[src/pmd_pkg.sv]
// constants shared by the mii data port and its buffer
package pmd_pkg;
	localparam int unsigned SYS_CLK_HZ = 200_000_000;
	localparam int unsigned MII_HZ_100 = 25_000_000;
	localparam int unsigned MII_HZ_10 = 2_500_000;
	localparam logic [5:0] HALF_100 = 6'(SYS_CLK_HZ / (2 * MII_HZ_100));
	localparam logic [5:0] HALF_10 = 6'(SYS_CLK_HZ / (2 * MII_HZ_10));
	localparam int unsigned RESET_EXT_US = 258;
	localparam int unsigned RESET_EXT_CYCLES =
		RESET_EXT_US * (SYS_CLK_HZ / 1_000_000);
	localparam int unsigned NIB_W = 4;
	localparam int unsigned RXW_W = 6;
	localparam int unsigned RXW_DV = 4;
	localparam int unsigned RXW_ER = 5;
	localparam int unsigned FIFO_DEPTH = 8;
	localparam int unsigned SYNC_W = 8;
	localparam int unsigned SY_TXD = 0;
	localparam int unsigned SY_TXEN = 4;
	localparam int unsigned SY_TXER = 5;
	localparam int unsigned SY_DUP = 6;
	localparam int unsigned SY_SPD = 7;
	localparam logic RST_DUPLEX = 1'b0;
	localparam logic RST_SPEED100 = 1'b1;
endpackage

[src/pmd_port.sv]
// phy-side mii data, clock, carrier and collision port
`timescale 1ns/1ps
// Notes on behaviour
// [RULE1] mac changes the transmit nibble only with the phy transmit clock
// [RULE2] mac raises transmit enable exactly while the nibble is valid
// [RULE3] mac may raise transmit error, synchronous to the transmit clock
// [RULE4] phy sources transmit clock: 2.5 MHz at 10, 25 MHz at 100
// [RULE5] receive nibble changes with receive clock, bit 0 is least significant
// [RULE6] receive valid high exactly while a valid nibble is driven
// [RULE7] receive error raised, synchronous to receive clock, on error
// [RULE8] receive clock is 25 MHz at 100 and 2.5 MHz at 10
// [RULE9] collision output stays high for the whole collision
// [RULE10] collision output held low in full duplex
// [RULE11] half duplex: carrier sense while transmitting or receiving
// [RULE12] full duplex: carrier sense only while receiving
// [RULE13] carrier sense rises at once, falls on a receive clock edge
// [RULE14] management disable high makes all management accesses ignored
// [RULE15] management on: pins seed defaults in reset, writes own bits after
// [RULE16] pin reset or software reset, extended by 258 us after release
module pmd_port
	import pmd_pkg::*;
#(
	parameter int unsigned RESET_EXT = RESET_EXT_CYCLES
) (
	// clock, reset, enable
	input wire logic sys_clk_i,
	input wire logic rstn_i,
	input wire logic ce_i,
	// mii transmit side, from the mac
	input wire logic [3:0] mii_txd_i,
	input wire logic mii_tx_en_i,
	input wire logic mii_tx_er_i,
	output logic mii_tx_clk_o,
	// mii receive side, to the mac
	output logic [3:0] mii_rxd_o,
	output logic mii_rx_dv_o,
	output logic mii_rx_er_o,
	output logic mii_rx_clk_o,
	output logic mii_col_o,
	output logic mii_crs_o,
	// configuration pins
	input wire logic mgmt_port_disable_i,
	input wire logic cfg_duplex_i,
	input wire logic cfg_speed100_i,
	// management register requests
	input wire logic mgmt_wr_i,
	input wire logic mgmt_duplex_i,
	input wire logic mgmt_speed100_i,
	input wire logic mgmt_sw_reset_i,
	output logic mgmt_access_en_o,
	output logic duplex_o,
	output logic speed100_o,
	output logic reset_busy_o,
	// line side transmit
	output logic [3:0] line_tx_data_o,
	output logic line_tx_en_o,
	output logic line_tx_er_o,
	output logic line_tx_stb_o,
	// line side receive
	input wire logic line_rx_valid_i,
	input wire logic [3:0] line_rx_data_i,
	input wire logic line_rx_er_i,
	input wire logic line_rx_frame_i,
	output logic line_rx_ready_o,
	input wire logic line_carrier_i,
	input wire logic line_collision_i
);
	// three-stage pin synchroniser; a change is accepted once stages two
	// and three agree, so one metastable sample never reaches the logic
	logic [SYNC_W-1:0] pin_raw;
	logic [SYNC_W-1:0] sy1;
	logic [SYNC_W-1:0] sy2;
	logic [SYNC_W-1:0] sy3;
	logic [SYNC_W-1:0] pin_s;
	logic mdis_1;
	logic mdis_2;
	logic mdis_3;
	logic mdis_s;

	assign pin_raw = {cfg_speed100_i, cfg_duplex_i, mii_tx_er_i,
		mii_tx_en_i, mii_txd_i};

	always_ff @(posedge sys_clk_i) begin
		if (!rstn_i) begin
			sy1 <= '0;
			sy2 <= '0;
			sy3 <= '0;
		end else if (ce_i) begin
			sy1 <= pin_raw;
			sy2 <= sy1;
			sy3 <= sy2;
		end
	end

	always_ff @(posedge sys_clk_i) begin
		if (!rstn_i) begin
			mdis_1 <= 1'b0;
			mdis_2 <= 1'b0;
			mdis_3 <= 1'b0;
		end else if (ce_i) begin
			mdis_1 <= mgmt_port_disable_i;
			mdis_2 <= mdis_1;
			mdis_3 <= mdis_2;
		end
	end

	genvar gi;
	generate
		for (gi = 0; gi < SYNC_W; gi++) begin : g_sync
			always_ff @(posedge sys_clk_i) begin
				if (!rstn_i) begin
					pin_s[gi] <= 1'b0;
				end else if (ce_i && (sy2[gi] == sy3[gi])) begin
					pin_s[gi] <= sy3[gi];
				end
			end
		end
	endgenerate

	always_ff @(posedge sys_clk_i) begin
		if (!rstn_i) begin
			mdis_s <= 1'b0;
		end else if (ce_i && (mdis_2 == mdis_3)) begin
			mdis_s <= mdis_3;
		end
	end

	// reset combine and extension
	logic sw_reset;
	logic core_rst;
	logic [16:0] ext_cnt;

	assign sw_reset = ce_i && mgmt_wr_i && mgmt_sw_reset_i && !mdis_s;
	assign mgmt_access_en_o = !mdis_s && !reset_busy_o; // [RULE14]

	always_ff @(posedge sys_clk_i) begin
		if (!rstn_i) begin
			ext_cnt <= 17'(RESET_EXT); // [RULE16]
		end else if (sw_reset) begin
			ext_cnt <= 17'(RESET_EXT); // [RULE16]
		end else if (ce_i && ext_cnt != '0) begin
			ext_cnt <= ext_cnt - 1'b1;
		end
	end

	assign reset_busy_o = (ext_cnt != '0);
	// a software reset clears the outputs on the same edge that reloads the
	// count, so nothing is still driven once reset_busy_o shows high
	assign core_rst = reset_busy_o || sw_reset; // [RULE16]

	// mode bits: pins seed during reset, then management or pins own them
	always_ff @(posedge sys_clk_i) begin
		if (!rstn_i) begin
			duplex_o <= RST_DUPLEX;
			speed100_o <= RST_SPEED100;
		end else if (ce_i) begin
			if (core_rst || mdis_s) begin
				duplex_o <= pin_s[SY_DUP]; // [RULE15]
				speed100_o <= pin_s[SY_SPD]; // [RULE15]
			end else if (mgmt_wr_i) begin
				duplex_o <= mgmt_duplex_i; // [RULE15] [RULE14]
				speed100_o <= mgmt_speed100_i;
			end
		end
	end

	// mii clock divider; the same clock serves transmit and receive
	logic [5:0] div_cnt;
	logic [5:0] half_cnt;
	logic mii_clk;
	logic clk_rise;
	logic clk_fall;

	assign half_cnt = speed100_o ? HALF_100 : HALF_10; // [RULE4] [RULE8]
	// the toggle decode must match the divider's, or a speed change that
	// leaves the count past the new end would skip one sampling edge
	function automatic logic half_done(input logic [5:0] cnt,
		input logic [5:0] half);
		half_done = (cnt >= half - 6'h01);
	endfunction

	assign clk_rise = ce_i && half_done(div_cnt, half_cnt) && !mii_clk;
	assign clk_fall = ce_i && half_done(div_cnt, half_cnt) && mii_clk;

	always_ff @(posedge sys_clk_i) begin
		if (!rstn_i) begin
			div_cnt <= '0;
			mii_clk <= 1'b0;
		end else if (ce_i) begin
			// a speed change that leaves the count past the new end restarts it at once
			if (half_done(div_cnt, half_cnt)) begin
				div_cnt <= '0;
				mii_clk <= !mii_clk; // [RULE4] [RULE8]
			end else begin
				div_cnt <= div_cnt + 1'b1;
			end
		end
	end

	assign mii_tx_clk_o = mii_clk;
	assign mii_rx_clk_o = mii_clk;

	// transmit sampling: mac moves on the rising edge, so sample at the fall;
	// at 100 Mbps the pin delay fills a half period, so each fall takes the
	// nibble launched one period earlier; order and count are kept
	always_ff @(posedge sys_clk_i) begin
		if (!rstn_i || core_rst) begin
			line_tx_stb_o <= 1'b0;
		end else if (ce_i) begin
			line_tx_stb_o <= clk_fall;
		end
	end

	always_ff @(posedge sys_clk_i) begin
		if (!rstn_i || core_rst) begin
			line_tx_data_o <= '0;
			line_tx_en_o <= 1'b0;
			line_tx_er_o <= 1'b0;
		end else if (ce_i) begin
			if (clk_fall) begin
				line_tx_data_o <= pin_s[SY_TXD +: NIB_W]; // [RULE1]
				line_tx_en_o <= pin_s[SY_TXEN]; // [RULE2]
				line_tx_er_o <= pin_s[SY_TXER]; // [RULE3]
			end
		end
	end

	// receive buffer and nibble driver
	logic [RXW_W-1:0] rxf_data;
	logic rxf_valid;
	logic rxf_pop;
	logic fifo_rstn;
	logic fifo_ready;

	assign fifo_rstn = rstn_i && !core_rst;
	// the buffer reads empty in reset, so its ready must be masked there
	assign line_rx_ready_o = fifo_ready && !core_rst; // [RULE16]
	assign rxf_pop = clk_fall;

	pmd_fifo #(
		.WIDTH(RXW_W),
		.DEPTH(FIFO_DEPTH)
	) u_rx_fifo (
		.sys_clk_i(sys_clk_i),
		.rstn_i(fifo_rstn),
		.ce_i(ce_i),
		.in_valid_i(line_rx_valid_i),
		.in_data_i({line_rx_er_i, line_rx_frame_i, line_rx_data_i}),
		.in_ready_o(fifo_ready),
		.out_valid_o(rxf_valid),
		.out_data_o(rxf_data),
		.out_ready_i(rxf_pop)
	);

	// the nibble changes on the clock's fall so the mac sees it stable at rise;
	// an empty buffer drops valid rather than repeat stale data
	always_ff @(posedge sys_clk_i) begin
		if (!rstn_i || core_rst) begin
			mii_rxd_o <= '0;
			mii_rx_dv_o <= 1'b0;
			mii_rx_er_o <= 1'b0;
		end else if (clk_fall) begin
			if (rxf_valid) begin
				mii_rxd_o <= rxf_data[NIB_W-1:0]; // [RULE5]
				mii_rx_dv_o <= rxf_data[RXW_DV]; // [RULE6]
				mii_rx_er_o <= rxf_data[RXW_ER]; // [RULE7]
			end else begin
				mii_rxd_o <= '0;
				mii_rx_dv_o <= 1'b0; // [RULE6]
				mii_rx_er_o <= 1'b0;
			end
		end
	end

	// carrier sense and collision
	logic tx_active;
	logic crs_cause;

	assign tx_active = pin_s[SY_TXEN];
	assign crs_cause = line_carrier_i ||
		(!duplex_o && tx_active); // [RULE11] [RULE12]

	always_ff @(posedge sys_clk_i) begin
		if (!rstn_i || core_rst) begin
			mii_crs_o <= 1'b0;
		end else if (ce_i) begin
			if (crs_cause) begin
				mii_crs_o <= 1'b1; // [RULE13]
			end else if (clk_rise) begin
				mii_crs_o <= 1'b0; // [RULE13]
			end
		end
	end

	// collision comes from the line's collision input, or from our own transmit against the line's carrier
	always_ff @(posedge sys_clk_i) begin
		if (!rstn_i || core_rst) begin
			mii_col_o <= 1'b0;
		end else if (ce_i) begin
			mii_col_o <= !duplex_o && (line_collision_i ||
				(tx_active && line_carrier_i)); // [RULE9] [RULE10]
		end
	end
endmodule

[src/pmd_fifo.sv]
// small synchronous fifo with valid/ready on both sides
`timescale 1ns/1ps
module pmd_fifo #(
	parameter int unsigned WIDTH = 6,
	parameter int unsigned DEPTH = 8
) (
	// clock and control
	input wire logic sys_clk_i,
	input wire logic rstn_i,
	input wire logic ce_i,
	// fill side
	input wire logic in_valid_i,
	input wire logic [WIDTH-1:0] in_data_i,
	output logic in_ready_o,
	// drain side
	output logic out_valid_o,
	output logic [WIDTH-1:0] out_data_o,
	input wire logic out_ready_i
);
	localparam int unsigned AW = $clog2(DEPTH);
	logic [WIDTH-1:0] mem [DEPTH];
	logic [AW-1:0] wr_ptr;
	logic [AW-1:0] rd_ptr;
	logic [AW:0] count;
	logic push;
	logic pop;

	assign in_ready_o = (count != (AW+1)'(DEPTH));
	assign out_valid_o = (count != '0);
	assign out_data_o = mem[rd_ptr];
	assign push = ce_i && in_valid_i && in_ready_o;
	assign pop = ce_i && out_valid_o && out_ready_i;

	always_ff @(posedge sys_clk_i) begin
		if (push) begin
			mem[wr_ptr] <= in_data_i;
		end
	end

	always_ff @(posedge sys_clk_i) begin
		if (!rstn_i) begin
			wr_ptr <= '0;
			rd_ptr <= '0;
			count <= '0;
		end else begin
			if (push) begin
				wr_ptr <= (wr_ptr == AW'(DEPTH - 1)) ? '0 : wr_ptr + 1'b1;
			end
			if (pop) begin
				rd_ptr <= (rd_ptr == AW'(DEPTH - 1)) ? '0 : rd_ptr + 1'b1;
			end
			if (push && !pop) begin
				count <= count + 1'b1;
			end else if (pop && !push) begin
				count <= count - 1'b1;
			end
		end
	end
endmodule

[config.mk]
export PLATFORM = sky130hd
export DESIGN_NAME = pmd_port
export DESIGN_NICKNAME = d
export VERILOG_FILES = /design/src/pmd_pkg.sv /design/src/pmd_port.sv /design/src/pmd_fifo.sv
export SDC_FILE = /design/constraint.sdc
export NUM_CORES = 1
export LEC_CHECK = 0
export CORE_MARGIN = 2
export CORE_UTILIZATION = 51
export DETAILED_ROUTE_END_ITERATION = 10
export DONT_BUFFER_PORTS = 1
export PLACE_DENSITY = 0.65
export SLEW_MARGIN = 20
export SYNTH_ARGS = -nofsm -noshare
export SYNTH_HDL_FRONTEND = slang
export SYNTH_HIERARCHICAL = 1
export SYNTH_SLANG_ARGS = --single-unit
[constraint.sdc]
create_clock -name sys_clk_i -period 7 [get_ports sys_clk_i]
set_input_delay 0.35 -clock sys_clk_i [delete_from_list [all_inputs] [get_ports sys_clk_i]]
set_output_delay 0.35 -clock sys_clk_i [all_outputs]
set_load 0.01 [all_outputs]
==> reports/qor.yml <==
outcome:
  outcome: "complete, no violations"
clocking:
  cts_buffers: 17
  post_cts_buffers: 0
  cts_resized: 0
  clockRootBuffer: "clkbuf_16"
  clk_pin_slew_ns: 0.06
  clock_path_buffers: 2
  holdBufCountCts: 0
  clk_latency_ns: 0.42
  clock_sinks: 138
  tritoncts: "built"
  htreeDepth: 4
power_and_ir_drop:
  total_power_w: 0.00180
  power.leakage_nw: 2.34
  powerDensity_nw_per_um2: 280
  ir_drop_v: 0.000209
sta:
  rsz0062_at_grt: "no"
  setup_viol: 0
  fin_worst_skew_ns: 0.00881
  fin_setup_tns_ns: 0
  worstMarginPinSlew_ns: 1.05
  min_period_ns: 3.62
  fmax_mhz: 276
  timing.slew.headroom_pct: 29.4
  final.period_utilization_pct: 51.7
  maxSlewViolCount: 0
  hold_viol_final: 0
setup_path:
  r2r_cells: 14
  end_kind: "flip-flop"
  worstSetupPathType: "reg -> reg"
  critical_path_required_ns: 7.35
  critPathArrivalTime_ns: 3.97
  cp_max_fo: 14
  start_kind: "flip-flop"
floorplanning:
  die_h_um: 110
  io_pins: 47
  die-area_um2: 12200
  die_w_um: 110
  start_util_pct: 52.7
  core_um2: 10900
  rows: 38
synth:
  yosys_register_bits: 138
  netlist.area_leader.share_pct: 31.3
  syn_avg_cell_area_um2: 11.6
  syn-num-nets: 536
  synth.yosys.warnings: 6
  yosysUniqueCellTypes: 50
  yosysSeqAreaShare_pct: 56.3
  async_reset_ff_share_pct: 0
  synth_top_flop_cell: "dfxtp_1"
  synth_edf_count: 48
  synth_area_um2: 5760
  post-synth-top-area-cell: "dfxtp_1"
  postSynthCellCount: 498
  synthTopCellsByArea: "dfxtp_1, edfxtp_1, mux2i_1"
detailed_routing:
  drc_errors: 0
  vias_per_cell: 5.53
  wl_mm: 10.6
  vias: 3575
  drtAntennaViolNets: 0
  drt-initial-drc-count: 243
  dr.pass1.iters: 4
  wl_per_cell_um: 16.5
grt:
  grtUsageTotal_pct: 19.0
  grt_max_degree: 59
  antenna_found_initial: 0
  grt_pass1_wl_mm: 17.0
  grt_overflow: 0
  grt_pass1_vias: 3452
place:
  dp_cells: 614
  gp_congestion: 0.827
  io_buffers: 0
  hpwlAfterDp_mm: 7.12
cells_and_area:
  antennaDiodeCount: 0
  fillers: 895
  area_delta_synth_final_pct: 11.8
  finish.utilization_pct: 58.9
  drive_above_1_share_pct: 12.6
  fin_nets: 531
  final_cell_count_no_fill: 646
job:
  cap_violations: 0
min_path:
  hold_path.class: "in -> reg"
  hold_depth: 0
[where the power goes]
group / leakage (nW) / internal, W / switching, W
Clock: 0.290 / 0.000541 / 0.000353
Sequential: 1.16 / 0.000843 / 0.0000124
Combinational: 0.885 / 0.0000284 / 0.0000264
[worst max-delay path, cell delays in order, from the launching register on]
cell,delay (ns)
dfxtp_1,0.46
ha_1,0.28
a2111o_1,0.42
a21o_1,0.20
nand3_1,0.39
inv_2,0.23
and3_4,0.26
inv_1,0.06
ha_1,0.16
inv_1,0.10
ha_1,0.33
a21oi_1,0.19
a211oi_1,0.11
a31oi_1,0.19
mux2i_1,0.19
[cells in the mapped netlist (2+ instances only)]
library cell / instances
nor4_1: 4
or4_4: 2
a21boi_0: 12
nor3_1: 8
or4_1: 3
buf_2: 3
xor2_1: 14
nor2b_1: 32
or3_1: 2
a21o_1: 10
nand3b_1: 3
a21oi_1: 19
clkbuf_1: 14
buf_1: 8
mux2i_1: 35
ha_1: 12
nand3_1: 12
nand2_1: 51
o211ai_1: 3
nor2_1: 27
and2_1: 4
mux2_2: 6
dfxtp_1: 90
nand2b_1: 4
edfxtp_1: 48
inv_2: 2
xnor2_1: 6
a31oi_1: 2
o21ai_0: 16
nand4_1: 9
inv_1: 6
nand3_2: 2
mux4_2: 12
[worst paths after layout]
path,start,to,slack (ns)
min reg2reg,sy3[1],pin_s[1],0.46
max,speed100_o,u_rx_fifo/count[3],3.38
min,line_rx_frame_i,u_rx_fifo/mem[3][4],0.02
max reg2reg,speed100_o,u_rx_fifo/count[3],3.38
[area by class of cell]
class / count / area (um^2) / share of cell area, %
Tap cell: 140 / 175 / 2.72
Sequential cell: 138 / 3240 / 50.3
Multi-Input combinational cell: 325 / 2370 / 36.8
Timing Repair Buffer: 3 / 22.5 / 0.349
Clock inverter: 14 / 161 / 2.50
Inverter: 8 / 30.0 / 0.466
Clock buffer: 18 / 439 / 6.81
[cells in the final DEF (no fill, tap or decap), types with 4 or more instances in the layout]
master and n:
dfxtp_1 90, nand2_1 51, edfxtp_1 48, mux2i_1 35
nor2b_1 32, nor2_1 27, a21oi_1 19, clkbuf_16 17
o21ai_0 16, xor2_1 14, nand3_1 12, a21boi_0 12
ha_1 12, mux4_2 12, a21o_1 10, nand4_1 9
nor3_1 8, inv_1 6, xnor2_1 6, mux2_2 6
nor4_1 4, nand2b_1 4, and2_1 4, inv_6 4
clkinv_4 4
[per-stage QoR]
| stage | area [um^2] | hold WS [ns] | setup WS (ns) |
|---|---|---|---|
| finish | 6440 | 0.0206 | 3.38 |
| detailed placement | 5840 | 0.449 | 3.39 |
| global route | 6440 | 0.00254 | 3.11 |
| global placement | 5840 | 0.447 | 3.57 |
| CTS | 6440 | 0.00222 | 3.37 |
| floorplan | 5760 | 0.442 | 3.83 |
[registers in the layout (all words and copies together), names as in the netlist, 3 cells and up, named ones only]
register,cells
pin_s,7
line_tx_data_o,4
sy1,8
u_rx_fifo/mem,48
u_rx_fifo/count,4
u_rx_fifo/rd_ptr,3
sy3,8
ext_cnt,17
mii_rxd_o,4
u_rx_fifo/wr_ptr,3
div_cnt,6
sy2,8
[cell families (layout without fill, tap and decap cells)]
| family | after synthesis | count (layout) | share of synthesized area, % |
|---|---|---|---|
| buffers and inverters | 35 | 43 | 2.54 |
| and+or+nand+nor | 172 | 172 | 16.0 |
| adders and majority gates | 13 | 13 | 2.95 |
| muxes | 53 | 53 | 11.9 |
| DFF | 138 | 138 | 56.3 |
| xor gates and xnor gates | 20 | 20 | 3.04 |
| AOI/OAI and AO/OA | 67 | 67 | 7.27 |
[metal layers]
| layer | share of wire (%) | global-route usage [%] | vias to the layer above |
|---|---|---|---|
| met3 | 6.6 | 7.05 | 22 |
| li1 | - | - | 1769 |
| met4 | 1.9 | 10.1 | 0 |
| met1 | 46 | 23.5 | 1707 |
| met5 | 0 | 0 | - |
| met2 | 46 | 28.9 | 77 |
Power figures use the tool's default switching activity.
